==> src/pss_pkg.sv <==
// Shared constants and types for the power stage sync and output control block
package pss_pkg;

   // ------------------------------------------------------------
   // Structure
   // ------------------------------------------------------------
   localparam int           NUM_UNITS   = 3;
   localparam int           UNIT_THIRD  = 2;          // Unit with four outputs
   localparam int           DATA_W      = 32;
   localparam int           REG_W       = 8;

   // ------------------------------------------------------------
   // Register map: byte offset = unit * stride + register offset
   // ------------------------------------------------------------
   localparam int           UNIT_LSB    = 4;
   localparam logic [3:0]   OFS_CTRL    = 4'h0;       // unit_control_register
   localparam logic [3:0]   OFS_CONF    = 4'h4;       // unit_configuration_register
   localparam logic [3:0]   OFS_SOC     = 4'h8;       // sync_output_config_unitN
   localparam logic [3:0]   OFS_EVT     = 4'hC;       // Event enables and status
   localparam logic [7:0]   REG_RESET   = 8'h00;

   // ------------------------------------------------------------
   // Field positions
   // ------------------------------------------------------------
   localparam int           CTRL_RUN    = 0;          // run_bit
   localparam int           CTRL_AUTO   = 2;          // autorun_bit
   localparam int           CTRL_PRE    = 6;          // prescale_field, 2 bits
   localparam int           CONF_CLKSEL = 1;          // clock_source_select
   localparam int           CONF_MODE   = 3;          // Running mode, 2 bits
   localparam int           SOC_A_EN    = 0;          // output_a_enable
   localparam int           SOC_C_EN    = 1;          // third_output_enable
   localparam int           SOC_B_EN    = 2;          // output_b_enable
   localparam int           SOC_D_EN    = 3;          // fourth_output_enable
   localparam int           SOC_SYNC    = 4;          // adc_strobe_select, 2 bits
   localparam int           SOC_S22     = 6;          // third_output_source_select
   localparam int           SOC_S23     = 7;          // fourth_output_source_select
   localparam int           EVT_EN_EC   = 0;
   localparam int           EVT_EN_CAPTURE_IRQ = 1;
   localparam int           EVT_F7_EN   = 2;
   localparam int           EVT_IN_POL  = 3;
   localparam int           EVT_ST_RUN  = 4;
   localparam int           EVT_ST_HALT = 5;
   localparam logic [3:0]   EVT_WMASK   = 4'hF;

   // ------------------------------------------------------------
   // Encodings
   // ------------------------------------------------------------
   localparam logic [1:0]   MODE_CENTRED = 2'h3;
   localparam logic [1:0]   SYNC_A_LEAD  = 2'h0;
   localparam logic [1:0]   SYNC_A_TRAIL = 2'h1;
   localparam logic [1:0]   SYNC_B_LEAD  = 2'h2;
   localparam logic [1:0]   SYNC_B_TRAIL = 2'h3;
   localparam logic [1:0]   PRE_DIV1     = 2'h0;
   localparam logic [1:0]   PRE_DIV4     = 2'h1;
   localparam logic [1:0]   PRE_DIV32    = 2'h2;
   localparam logic [7:0]   MASK_DIV1    = 8'h00;
   localparam logic [7:0]   MASK_DIV4    = 8'h03;
   localparam logic [7:0]   MASK_DIV32   = 8'h1F;
   localparam logic [7:0]   MASK_DIV256  = 8'hFF;

   // ------------------------------------------------------------
   // Interrupt program addresses
   // ------------------------------------------------------------
   localparam logic [15:0]  VEC_U2_CAPTURE_IRQ  = 16'h0001;
   localparam logic [15:0]  VEC_U2_EC    = 16'h0002;
   localparam logic [15:0]  VEC_U0_CAPTURE_IRQ  = 16'h0005;
   localparam logic [15:0]  VEC_U0_EC    = 16'h0006;
   localparam logic [15:0]  VEC_NONE     = 16'h0000;

   // ------------------------------------------------------------
   // Types
   // ------------------------------------------------------------
   typedef struct packed {
      logic gen_a;        // Waveform generator A level
      logic gen_b;        // Waveform generator B level
      logic match_sa;     // Counter equals set_a_compare
      logic match_ra;     // Counter equals reset_a_compare
      logic match_sb;     // Counter equals set_b_compare
      logic match_rb;     // Counter equals reset_b_compare (reload)
      logic fault_a;      // Fault or retrigger end on part A
      logic fault_b;      // Fault or retrigger end on part B
      logic count_down;   // Counter direction in centred mode
      logic ext_in;       // Raw input level
      logic retrig;       // Retrigger event
      logic capture;      // Counter captured
      logic fault7;       // Halt-and-wait fault detected
   } pss_engine_t;

   typedef struct packed {
      logic a;
      logic a_oe;
      logic b;
      logic b_oe;
   } pss_pins_t;

endpackage : pss_pkg

==> src/pss_top.sv <==
// Power stage run chaining, fault chaining, clocking, ADC strobe and pin routing
//
// Contract
// - Each unit: reload, input event, sync error
// - Input event on active edge or level start
// - End-of-cycle request on reset-B match
// - Capture request: input event, retrigger, capture or sync error
// - Unit 2 vectors at 0x0001 and 0x0002
// - Unit 0 vectors at 0x0005 and 0x0006
// - Chained units share start, hence aligned waveforms
// - Autorun unit starts with its predecessor
// - Master run bit starts every chained slave
// - Halt fault travels forward and backward
// - Dropping the run signal stops the next unit
// - Only halt faults travel along the chain
// - Slave sends enabled halt fault to predecessor
// - Clock select: 0 I/O clock, 1 PLL
// - Prescale divides by 1, 4, 32, 256
// - Fourth output: B when clear, A when set
// - Third output: A when clear, B when set
// - Ramp modes pick strobe edge of outputs
// - Centred mode strobes on reset-A match direction
// - Output enables hand pins to generators
// - Unit 2 extra enables drive second pins
// - Own run bit overrides autorun bit
//
// Decided for this implementation: the register offsets and the APB slave port.
`timescale 1ns/1ps

module pss_top #(
   parameter int ADDR_W = 8
) (
   // Clock and reset
   input  wire logic                                pclk,
   input  wire logic                                presetn,
   // APB slave
   input  wire logic                                psel,
   input  wire logic                                penable,
   input  wire logic                                pwrite,
   input  wire logic [ADDR_W-1:0]                   paddr,
   input  wire logic [pss_pkg::DATA_W-1:0]          pwdata,
   input  wire logic [3:0]                          pstrb,
   output logic      [pss_pkg::DATA_W-1:0]          prdata,
   output logic                                     pready,
   output logic                                     pslverr,
   // Clock source ticks, one pclk cycle each
   input  wire logic                                io_tick,
   input  wire logic                                pll_tick,
   // Waveform engine status per unit
   input  wire pss_pkg::pss_engine_t [pss_pkg::NUM_UNITS-1:0] engine,
   // Per-unit results
   output logic      [pss_pkg::NUM_UNITS-1:0]       count_tick,
   output logic      [pss_pkg::NUM_UNITS-1:0]       unit_running,
   output logic      [pss_pkg::NUM_UNITS-1:0]       adc_strobe,
   output logic      [pss_pkg::NUM_UNITS-1:0]       end_of_cycle_irq,
   output logic      [pss_pkg::NUM_UNITS-1:0]       capture_irq,
   output pss_pkg::pss_pins_t [pss_pkg::NUM_UNITS-1:0] pins,
   // Unit 2 second pins
   output logic                                     unit2_third_output,
   output logic                                     unit2_third_oe,
   output logic                                     unit2_fourth_output,
   output logic                                     unit2_fourth_oe,
   // Interrupt vector request
   output logic                                     vec_valid,
   output logic      [15:0]                         vec_addr
);
   import pss_pkg::*;

   localparam int NU = NUM_UNITS;

   // ------------------------------------------------------------
   // Functions
   // ------------------------------------------------------------
   // Prescale field to counter mask
   function automatic logic [7:0] pre_mask(input logic [1:0] sel);
      logic [7:0] m;
      m = MASK_DIV256;
      unique case (sel)
         PRE_DIV1:  m = MASK_DIV1;
         PRE_DIV4:  m = MASK_DIV4;
         PRE_DIV32: m = MASK_DIV32;
         default:   m = MASK_DIV256;
      endcase
      return m;
   endfunction : pre_mask

   // ------------------------------------------------------------
   // Storage
   // ------------------------------------------------------------
   logic [REG_W-1:0] ctrl_r   [NU];
   logic [REG_W-1:0] conf_r   [NU];
   logic [REG_W-1:0] soc_r    [NU];
   logic [3:0]       evt_r    [NU];
   logic [7:0]       pre_cnt_r[NU];
   logic [NU-1:0]    halt_r;
   logic [NU-1:0]    in_q_r;
   logic [NU-1:0]    mis_q_r;
   logic [NU-1:0]    run_eff;
   logic [NU-1:0]    slave;
   logic [NU-1:0]    f7_local;
   logic [NU-1:0]    f7_hit;
   logic [NU-1:0]    run_now;
   logic [NU-1:0]    ec_req;
   logic [NU-1:0]    capture_irq_req;
   logic [NU-1:0]    wr_ctrl;
   logic [NU-1:0]    run_wr;
   logic             pready_r;

   // ------------------------------------------------------------
   // APB decode
   // ------------------------------------------------------------
   logic                  access;
   logic                  addr_hit;
   logic [1:0]            acc_unit;
   logic [3:0]            acc_ofs;
   logic                  wr_go;
   logic [DATA_W-1:0]     rd_word;

   // Unit index from the upper nibble, anything beyond is unmapped
   assign acc_unit = paddr[UNIT_LSB+1:UNIT_LSB];
   assign acc_ofs  = paddr[UNIT_LSB-1:0];
   assign access   = psel & penable;
   assign addr_hit = (paddr[ADDR_W-1:UNIT_LSB+2] == '0) && (int'(acc_unit) < NU);
   assign wr_go    = access & pready_r & pwrite & addr_hit & pstrb[0];

   // Read mux; reserved upper bits read as zero
   always_comb begin
      rd_word = '0;
      if (addr_hit) begin
         unique case (acc_ofs)
            OFS_CTRL: rd_word[REG_W-1:0] = ctrl_r[acc_unit];
            OFS_CONF: rd_word[REG_W-1:0] = conf_r[acc_unit];
            OFS_SOC:  rd_word[REG_W-1:0] = soc_r[acc_unit];
            OFS_EVT: begin
               rd_word[3:0]         = evt_r[acc_unit];
               rd_word[EVT_ST_RUN]  = unit_running[acc_unit];
               rd_word[EVT_ST_HALT] = halt_r[acc_unit];
            end
            default:  rd_word = '0;
         endcase
      end
   end

   // Two-cycle access: pready rises one edge into the access phase
   always_ff @(posedge pclk or negedge presetn) begin
      if (!presetn) begin
         pready_r <= 1'b0;
         prdata   <= '0;
         pslverr  <= 1'b0;
      end else if (access && !pready_r) begin
         pready_r <= 1'b1;
         prdata   <= rd_word;
         pslverr  <= !addr_hit || (acc_ofs[1:0] != 2'h0);
      end else begin
         pready_r <= 1'b0;
         pslverr  <= 1'b0;
      end
   end
   assign pready = pready_r;

   // ------------------------------------------------------------
   // Run chain
   // ------------------------------------------------------------
   // Predecessor of unit n is n-1, unit 0 follows unit 2. Unrolled
   // two hops deep so a closed autorun ring cannot form a loop.
   generate
      for (genvar i = 0; i < NU; i++) begin : g_chain
         localparam int P  = (i + NU - 1) % NU;
         localparam int PP = (i + NU - 2) % NU;
         localparam int N  = (i + 1) % NU;
         assign run_eff[i] = ctrl_r[i][CTRL_RUN]
                           | (ctrl_r[i][CTRL_AUTO]
                              & (ctrl_r[P][CTRL_RUN]
                                 | (ctrl_r[P][CTRL_AUTO] & ctrl_r[PP][CTRL_RUN])));
         assign slave[i]    = ctrl_r[i][CTRL_AUTO] & ~ctrl_r[i][CTRL_RUN];
         // Halt fault counts only when enabled
         assign f7_local[i] = engine[i].fault7 & evt_r[i][EVT_F7_EN];
         // Own fault, forward from predecessor, backward from slave successor
         assign f7_hit[i]   = f7_local[i]
                            | (slave[i] & f7_local[P])
                            | (slave[N] & f7_local[N]);
         assign run_now[i]  = run_eff[i] & ~halt_r[i];
         assign wr_ctrl[i]  = wr_go && (int'(acc_unit) == i) && (acc_ofs == OFS_CTRL);
         assign run_wr[i]   = wr_ctrl[i] & pwdata[CTRL_RUN];
      end
   endgenerate

   // ------------------------------------------------------------
   // Registers
   // ------------------------------------------------------------
   // Control: a halt fault clears the run bit and wins over a write
   always_ff @(posedge pclk or negedge presetn) begin
      if (!presetn) begin
         for (int i = 0; i < NU; i++) ctrl_r[i] <= REG_RESET;
      end else begin
         for (int i = 0; i < NU; i++) begin
            if (wr_ctrl[i]) ctrl_r[i] <= pwdata[REG_W-1:0];
            if (f7_hit[i]) ctrl_r[i][CTRL_RUN] <= 1'b0;
         end
      end
   end

   // Configuration, sync/output and event enables
   always_ff @(posedge pclk or negedge presetn) begin
      if (!presetn) begin
         for (int i = 0; i < NU; i++) begin
            conf_r[i] <= REG_RESET;
            soc_r[i]  <= REG_RESET;
            evt_r[i]  <= '0;
         end
      end else if (wr_go) begin
         for (int i = 0; i < NU; i++) begin
            if (int'(acc_unit) == i) begin
               if (acc_ofs == OFS_CONF) conf_r[i] <= pwdata[REG_W-1:0];
               if (acc_ofs == OFS_SOC)  soc_r[i]  <= pwdata[REG_W-1:0];
               if (acc_ofs == OFS_EVT)  evt_r[i]  <= pwdata[3:0] & EVT_WMASK;
            end
         end
      end
   end

   // Halt holds a slave stopped until its chain drops or software reruns it
   always_ff @(posedge pclk or negedge presetn) begin
      if (!presetn) begin
         halt_r <= '0;
      end else begin
         for (int i = 0; i < NU; i++) begin
            if (f7_hit[i]) halt_r[i] <= 1'b1;
            else if (run_wr[i] || !run_eff[i]) halt_r[i] <= 1'b0;
         end
      end
   end

   // Running state, all units change on the same edge
   always_ff @(posedge pclk or negedge presetn) begin
      if (!presetn) unit_running <= '0;
      else          unit_running <= run_now;
   end

   // ------------------------------------------------------------
   // Clock source and prescaler
   // ------------------------------------------------------------
   // Divider cleared while a unit is stopped keeps chained units on one phase
   always_ff @(posedge pclk or negedge presetn) begin
      if (!presetn) begin
         for (int i = 0; i < NU; i++) pre_cnt_r[i] <= '0;
         count_tick <= '0;
      end else begin
         for (int i = 0; i < NU; i++) begin
            logic src;
            logic [7:0] m;
            src = conf_r[i][CONF_CLKSEL] ? pll_tick : io_tick;
            m   = pre_mask(ctrl_r[i][CTRL_PRE+:2]);
            count_tick[i] <= 1'b0;
            if (!run_now[i]) begin
               pre_cnt_r[i] <= '0;
            end else if (src) begin
               pre_cnt_r[i]  <= (pre_cnt_r[i] & m) == m ? 8'h00 : pre_cnt_r[i] + 8'h01;
               count_tick[i] <= (pre_cnt_r[i] & m) == m;
            end
         end
      end
   end

   // ------------------------------------------------------------
   // Event sources
   // ------------------------------------------------------------
   logic [NU-1:0] in_act;
   logic [NU-1:0] in_evt;
   logic [NU-1:0] mis_now;
   logic [NU-1:0] sync_err;

   generate
      for (genvar i = 0; i < NU; i++) begin : g_evt
         localparam int P = (i + NU - 1) % NU;
         assign in_act[i]   = engine[i].ext_in ^ evt_r[i][EVT_IN_POL];
         // Edge and level inputs both fire once at the active start
         assign in_evt[i]   = in_act[i] & ~in_q_r[i];
         // A slave out of step with its predecessor
         assign mis_now[i]  = slave[i] & (unit_running[i] ^ unit_running[P]);
         assign sync_err[i] = mis_now[i] & ~mis_q_r[i];
         assign ec_req[i]   = evt_r[i][EVT_EN_EC] & engine[i].match_rb;
         assign capture_irq_req[i] = evt_r[i][EVT_EN_CAPTURE_IRQ]
                            & (in_evt[i] | engine[i].retrig | engine[i].capture | sync_err[i]);
      end
   endgenerate

   // Edge history for input and mismatch detection
   always_ff @(posedge pclk or negedge presetn) begin
      if (!presetn) begin
         in_q_r  <= '0;
         mis_q_r <= '0;
      end else begin
         in_q_r  <= in_act;
         mis_q_r <= mis_now;
      end
   end

   // Per-unit request pulses
   always_ff @(posedge pclk or negedge presetn) begin
      if (!presetn) begin
         end_of_cycle_irq <= '0;
         capture_irq      <= '0;
      end else begin
         end_of_cycle_irq <= ec_req;
         capture_irq      <= capture_irq_req;
      end
   end

   // Vector request; unit 1 has no vector, lowest address wins
   always_ff @(posedge pclk or negedge presetn) begin
      if (!presetn) begin
         vec_valid <= 1'b0;
         vec_addr  <= VEC_NONE;
      end else begin
         vec_valid <= capture_irq_req[UNIT_THIRD] | ec_req[UNIT_THIRD] | capture_irq_req[0] | ec_req[0];
         if (capture_irq_req[UNIT_THIRD])    vec_addr <= VEC_U2_CAPTURE_IRQ;
         else if (ec_req[UNIT_THIRD]) vec_addr <= VEC_U2_EC;
         else if (capture_irq_req[0])        vec_addr <= VEC_U0_CAPTURE_IRQ;
         else if (ec_req[0])          vec_addr <= VEC_U0_EC;
         else                         vec_addr <= VEC_NONE;
      end
   end

   // ------------------------------------------------------------
   // ADC strobe
   // ------------------------------------------------------------
   logic [NU-1:0] strobe_nxt;

   // Centred mode uses reset-A as a free marker; software keeps it nonzero
   always_comb begin
      strobe_nxt = '0;
      for (int i = 0; i < NU; i++) begin
         if (conf_r[i][CONF_MODE+:2] == MODE_CENTRED) begin
            unique case (soc_r[i][SOC_SYNC+:2])
               SYNC_A_LEAD:  strobe_nxt[i] = engine[i].match_ra & engine[i].count_down;
               SYNC_A_TRAIL: strobe_nxt[i] = engine[i].match_ra & ~engine[i].count_down;
               default:      strobe_nxt[i] = 1'b0;
            endcase
         end else begin
            unique case (soc_r[i][SOC_SYNC+:2])
               SYNC_A_LEAD:  strobe_nxt[i] = engine[i].match_sa;
               SYNC_A_TRAIL: strobe_nxt[i] = engine[i].match_ra | engine[i].fault_a;
               SYNC_B_LEAD:  strobe_nxt[i] = engine[i].match_sb;
               SYNC_B_TRAIL: strobe_nxt[i] = engine[i].match_rb | engine[i].fault_b;
            endcase
         end
      end
   end

   // One cycle per event, gated by the running state
   always_ff @(posedge pclk or negedge presetn) begin
      if (!presetn) adc_strobe <= '0;
      else          adc_strobe <= strobe_nxt & unit_running;
   end

   // ------------------------------------------------------------
   // Pin routing
   // ------------------------------------------------------------
   // Disabled pins drop their enable and return to the port logic
   always_ff @(posedge pclk or negedge presetn) begin
      if (!presetn) begin
         pins <= '0;
      end else begin
         for (int i = 0; i < NU; i++) begin
            pins[i].a_oe <= soc_r[i][SOC_A_EN];
            pins[i].a    <= soc_r[i][SOC_A_EN] & engine[i].gen_a;
            pins[i].b_oe <= soc_r[i][SOC_B_EN];
            pins[i].b    <= soc_r[i][SOC_B_EN] & engine[i].gen_b;
         end
      end
   end

   // Second pins of unit 2 pick their source through the selectors
   always_ff @(posedge pclk or negedge presetn) begin
      if (!presetn) begin
         unit2_third_output  <= 1'b0;
         unit2_third_oe      <= 1'b0;
         unit2_fourth_output <= 1'b0;
         unit2_fourth_oe     <= 1'b0;
      end else begin
         unit2_third_oe      <= soc_r[UNIT_THIRD][SOC_C_EN];
         unit2_third_output  <= soc_r[UNIT_THIRD][SOC_C_EN]
                              & (soc_r[UNIT_THIRD][SOC_S22] ? engine[UNIT_THIRD].gen_b
                                                            : engine[UNIT_THIRD].gen_a);
         unit2_fourth_oe     <= soc_r[UNIT_THIRD][SOC_D_EN];
         unit2_fourth_output <= soc_r[UNIT_THIRD][SOC_D_EN]
                              & (soc_r[UNIT_THIRD][SOC_S23] ? engine[UNIT_THIRD].gen_a
                                                            : engine[UNIT_THIRD].gen_b);
      end
   end

endmodule : pss_top

==> config.mk <==
export PLATFORM = sky130hd
export DESIGN_NAME = pss_top
export DESIGN_NICKNAME = d
export VERILOG_FILES = /design/src/pss_pkg.sv /design/src/pss_top.sv
export SDC_FILE = /design/constraint.sdc
export NUM_CORES = 1
export LEC_CHECK = 0
export BUFFER_PORTS_ARGS = -buffer_cell sky130_fd_sc_hd__buf_2
export CORE_MARGIN = 1.5
export CORE_UTILIZATION = 25
export DETAILED_ROUTE_END_ITERATION = 12
export PLACE_DENSITY = 0.41
export REMOVE_ABC_BUFFERS = 1
export SYNTH_ARGS = -nofsm -noshare
export SYNTH_HDL_FRONTEND = slang
export SYNTH_SLANG_ARGS = --single-unit
==> constraint.sdc <==
create_clock -name pclk -period 1.9 [get_ports pclk]
set_input_delay 0.38 -clock pclk [delete_from_list [all_inputs] [get_ports pclk]]
set_output_delay 0.38 -clock pclk [all_outputs]
set_load 0.01 [all_outputs]
* Word level (Yosys, flattened, before mapping) *
Cells that the tools add are included.
Widths: inputs -> output; s select.

word-level totals
  word-level logic and storage cells = 309
  bits in registers = 199
  output and inout port bits = 82

operators by class
  add/subtract/negate cells = 3
  reduce and logical (&&, ||, !) cells = 42
  bitwise operators = 114
  muxes and demuxes = 69
  equal/unequal tests = 29
  $lt $le $gt $ge = 3

operator list
  cell                 count
  $mux 8               16
  $pmux 8 s3           3
  $and 1x1->1          58
  $bmux 8 s2           3
  $mux 1               30
  $or 1x1->1           30
  $eq 2x2->1 const B   14
  $reduce_and 3->1     9
  $add 8x1->8 const B  3
  $and 8x8->8          3
  $eq 8x8->1           3
  $pmux 6 s4           1
  $logic_not 2->1      8
  $not 1->1            15
  $reduce_bool 2->1    7
  $eq 2x1->1 const B   6
  $mux 3               4
  $pmux 1 s4           3
  $bmux 4 s2           1
  $eq 4x4->1 const B   2
  $logic_and 1x1->1    8
  $mux 4               2
  $ne 2x1->1 const B   3
  $pmux 1 s2           3
  other kinds (12)     25

* Depth between registers and ports, before layout *
  word-level depth = 11
  mapped depth = 8
  gate-level depth less buffers = 6

* Least setup slack after synthesis *
Ideal clock, no wire load.

  kind = input port to flip-flop
  start = in paddr[1]
  end = reg conf_r[16] (netlist name)
  setup slack = 0.019 ns
  stages on the path = 6
  arrival time = 1.756 ns
  data required time = 1.775 ns
  path through = or2_1 -> buf_2 -> nor3_4 -> nand3_1 -> nor2_4 -> mux2_2

on the way
  longest elaborated chain between the ends = 2

RTL lines
  item                             RTL line        source
  from (decl)                      pss_top.sv:40   input wire logic [ADDR_W-1:0] paddr,
  $eq 4x3->1                       pss_top.sv:214  if (acc_ofs == OFS_CONF) conf_r[i] <= pwdata[REG_W-1:0];
  $reduce_and 3->1 (no line)       n/a
  to (signal, indexed assignment)  pss_top.sv:214
  to (decl)                        pss_top.sv:91   logic [REG_W-1:0] conf_r [NU];

No other way between the ends.
A chain may end at the register's enable or synchronous reset.

* Final worst setup path *
  start = reg pready_r (netlist: pready)
  end = reg evt_r[10] (netlist name)

on the way
  longest elaborated chain between the ends = 5

RTL lines
  item                             RTL line        source
  from (decl)                      pss_top.sv:107  logic pready_r;
  from (signal assigned)           pss_top.sv:147  pready_r <= 1'b0;
  from (signal assigned)           pss_top.sv:151  pready_r <= 1'b1;
  from (signal assigned)           pss_top.sv:155  pready_r <= 1'b0;
  $and 1x1->1 (4 in a row)         pss_top.sv:124  assign wr_go = access & pready_r & pwrite & addr_hit & pstrb[0];
  $reduce_and 3->1 (no line)       n/a
  to (signal, indexed assignment)  pss_top.sv:216  if (acc_ofs == OFS_EVT) evt_r[i] <= pwdata[3:0] & EVT_WMASK;
  to (decl)                        pss_top.sv:93   logic [3:0] evt_r [NU];

No other way between the ends.

==> results.py <==
metrics = {
    "setup_path": {
        "worstSetupPathType": "flip-flop to flip-flop",
        "reg2reg_slack_ns": 0.12,
        "required_ns": 2.20,
        "startpoint_type": "flip-flop",
        "arrival_ns": 2.08,
        "cp-end-kind": "flip-flop",
        "cp_max_fo": 5,
    },
    "yosys": {
        "syn_inst": 702,
        "synth_warnings": 0,
        "synth_flop_cell": "dfrtp_1",
        "synth_enable_flop_cells": 0,
        "yosys_register_bits": 162,
        "postSynthAreaPerCell_um2": 11.3,
        "syn_area_um2": 7920,
        "ys_seq_area_share_pct": 51.2,
        "async_flop_share_pct": 100,
        "synth_cell_types": 62,
    },
    "grt": {
        "grt_pass1_vias": 5893,
        "track_usage_pct": 13.9,
        "grt_start_max_net_pins": 48,
        "overflow": 0,
        "grt_first_pass_wirelength_um": 34700,
        "antenna_found_initial": 0,
    },
    "routing": {
        "routed_wl_um": 22100,
        "drtPass1Iterations": 4,
        "drtIter0Drc": 284,
        "detail_route.wl_per_cell_um": 17.2,
        "drtAntennaViolNets": 0,
        "avgViaCountPerCell": 4.47,
        "drc": 0,
        "via_count": 5713,
    },
    "min_path": {
        "min_path_type": "primary input to flip-flop",
    },
    "floorplanning": {
        "die_x_um": 181,
        "core_area_um2": 30900,
        "initial_core_util_pct": 25.6,
        "dieArea_um2": 32800,
        "die_h_um": 181,
        "pin_count": 172,
        "num_rows": 64,
    },
    "timing": {
        "skew_ns": 0.0148,
        "hold_violations": 0,
        "drv_slew": 0,
        "finalSetupTns_ns": 0,
        "setup_ws_ns": 0.119,
        "layout_min_cycle_time_ns": 1.78,
        "setup_viol": 0,
        "rsz0062_at_grt": "no",
        "whs_ns": 0.150,
        "final.period_utilization_pct": 93.7,
        "max_freq_mhz": 562,
    },
    "layout": {
        "area_delta_synth_final_pct": 24.7,
        "utilization_pct": 31.9,
        "layout_commonest_cell": "dfrtp_1",
        "n_antenna_cell": 0,
        "final_cell_mix": "162 x dfrtp_1, 106 x buf_2, 74 x mux2_2",
        "drive_gt1_share_pct": 34.5,
        "final_nets": 963,
    },
    "placement": {
        "dp_hpwl_um": 16700,
        "pre_cts_ws_ns": -0.0653,
        "port_buffers": 107,
        "gp_congestion": 0.804,
    },
    "clock_network": {
        "cts.htree.levels": 4,
        "clkTransAtPathRegs_ns": 0.07,
        "cts_buffers": 17,
        "clock_latency_ns": 0.43,
        "cts_num_sinks": 162,
        "cts_tree": "built",
        "postCtsSetupBuffers": 0,
        "cts_root_buffer": "clkbuf_16",
        "cts_buffer_depth": 2,
    },
    "pwr": {
        "p_leak_nw": 4.92,
        "max-vdd-ir-drop_mv": 0.624,
        "p_per_area_nw_per_um2": 752,
    },
    "outcome": {
        "outcome": "complete, no violations",
    },
    "job": {
        "drv_cap": 0,
    },
}
sequential cells by signal (all words and copies together), names as in the netlist, 8 cells and up:
register,flops
conf_r,24
ctrl_r,24
evt_r,12
pins,12
prdata,8
pre_cnt_r,24
soc_r,24
logic make-up (layout without fill, tap and decap cells):
| group | count (synthesis) | after routing | share of synthesized area [%] |
|---|---|---|---|
| AOI/OAI and AO/OA | 118 | 118 | 10.2 |
| xor gates and xnor gates | 18 | 18 | 1.99 |
| adders and majority gates | 3 | 3 | 0.474 |
| buffers and inverters | 80 | 225 | 5.89 |
| DFF | 162 | 162 | 51.2 |
| muxes | 117 | 117 | 16.0 |
| other | 1 | 37 | 0.0473 |
| and+or+nand+nor | 203 | 203 | 14.3 |
worst max-delay path: stages (launching register included):
cell and delay (ns):
dfrtp_1 0.38, nand3_1 0.13, buf_4 0.18, nor4b_4 0.25, buf_4 0.19, nand2_1 0.20, mux2_2 0.33
through the flow:
step                      total power, W  std cells  area (um^2)
final                            0.00743       1279         9870
after global placement           0.00403       1246         9270
after global routing             0.00773       1279         9870
after detailed placement         0.00403       1246         9270
after CTS                        0.00754       1279         9860
after floorplan                  0.00367        677         7660
path summary, 6_finish.rpt:
kind,startpoint,end,cells after the start
max in group asynchronous,presetn,pins[11],3
setup / recovery,pready,evt_r[10],6
hold reg to reg,soc_r[18],pins[0],0
hold / removal,engine[3],in_q_r[0],2
setup reg to reg,pready,evt_r[10],6
min in group asynchronous,presetn,pins[5],2
area by class of cell:
class | count | area [um^2]
Inverter | 19 | 71.3
Timing Repair Buffer | 174 | 1120
Multi-Input combinational cell | 496 | 3550
Clock buffer | 18 | 429
Sequential cell | 162 | 4050
Fill cell | 3232 | 21000
Tap cell | 396 | 495
Clock inverter | 14 | 154
per-layer routing:
metal / wire length [um] / track usage (%) / vias up
met4: 154 / 3.73 / 0
met1: 10700 / 18.9 / 2822
met3: 741 / 2.44 / 6
met5: 0 / 0 / -
li1: - / - / 2763
met2: 10400 / 22.8 / 122
where the power goes:
group / switching (W) / internal [W] / total (W)
Sequential: 0.00000822 / 0.00346 / 0.00347
Combinational: 0.000311 / 0.000170 / 0.000481
Clock: 0.00152 / 0.00196 / 0.00347
Total: 0.00184 / 0.00559 / 0.00743
repair_timing:
item | CTS | global route
endpoints found under the hold margin | 32 | 0
endpoints found under the setup margin | 0 | 4
hold buffers | 1 | 0
gates resized for setup | 0 | 2
synthesized netlist by cell type (11+ instances only):
master / number / share of area, %
inv_1: 18 / 0.85
mux2_2: 74 / 11
buf_4: 41 / 3.9
nor2_1: 48 / 2.3
nand3_1: 22 / 1.4
mux2i_1: 41 / 5.2
xnor2_1: 12 / 1.3
nor3_1: 14 / 0.88
dfrtp_1: 162 / 51
a22o_1: 11 / 1.2
o21ai_0: 29 / 1.8
nor2b_1: 12 / 0.95
nand2_1: 51 / 2.4
a21oi_1: 21 / 1.3
No activity file was read; power rests on OpenSTA's default activity.
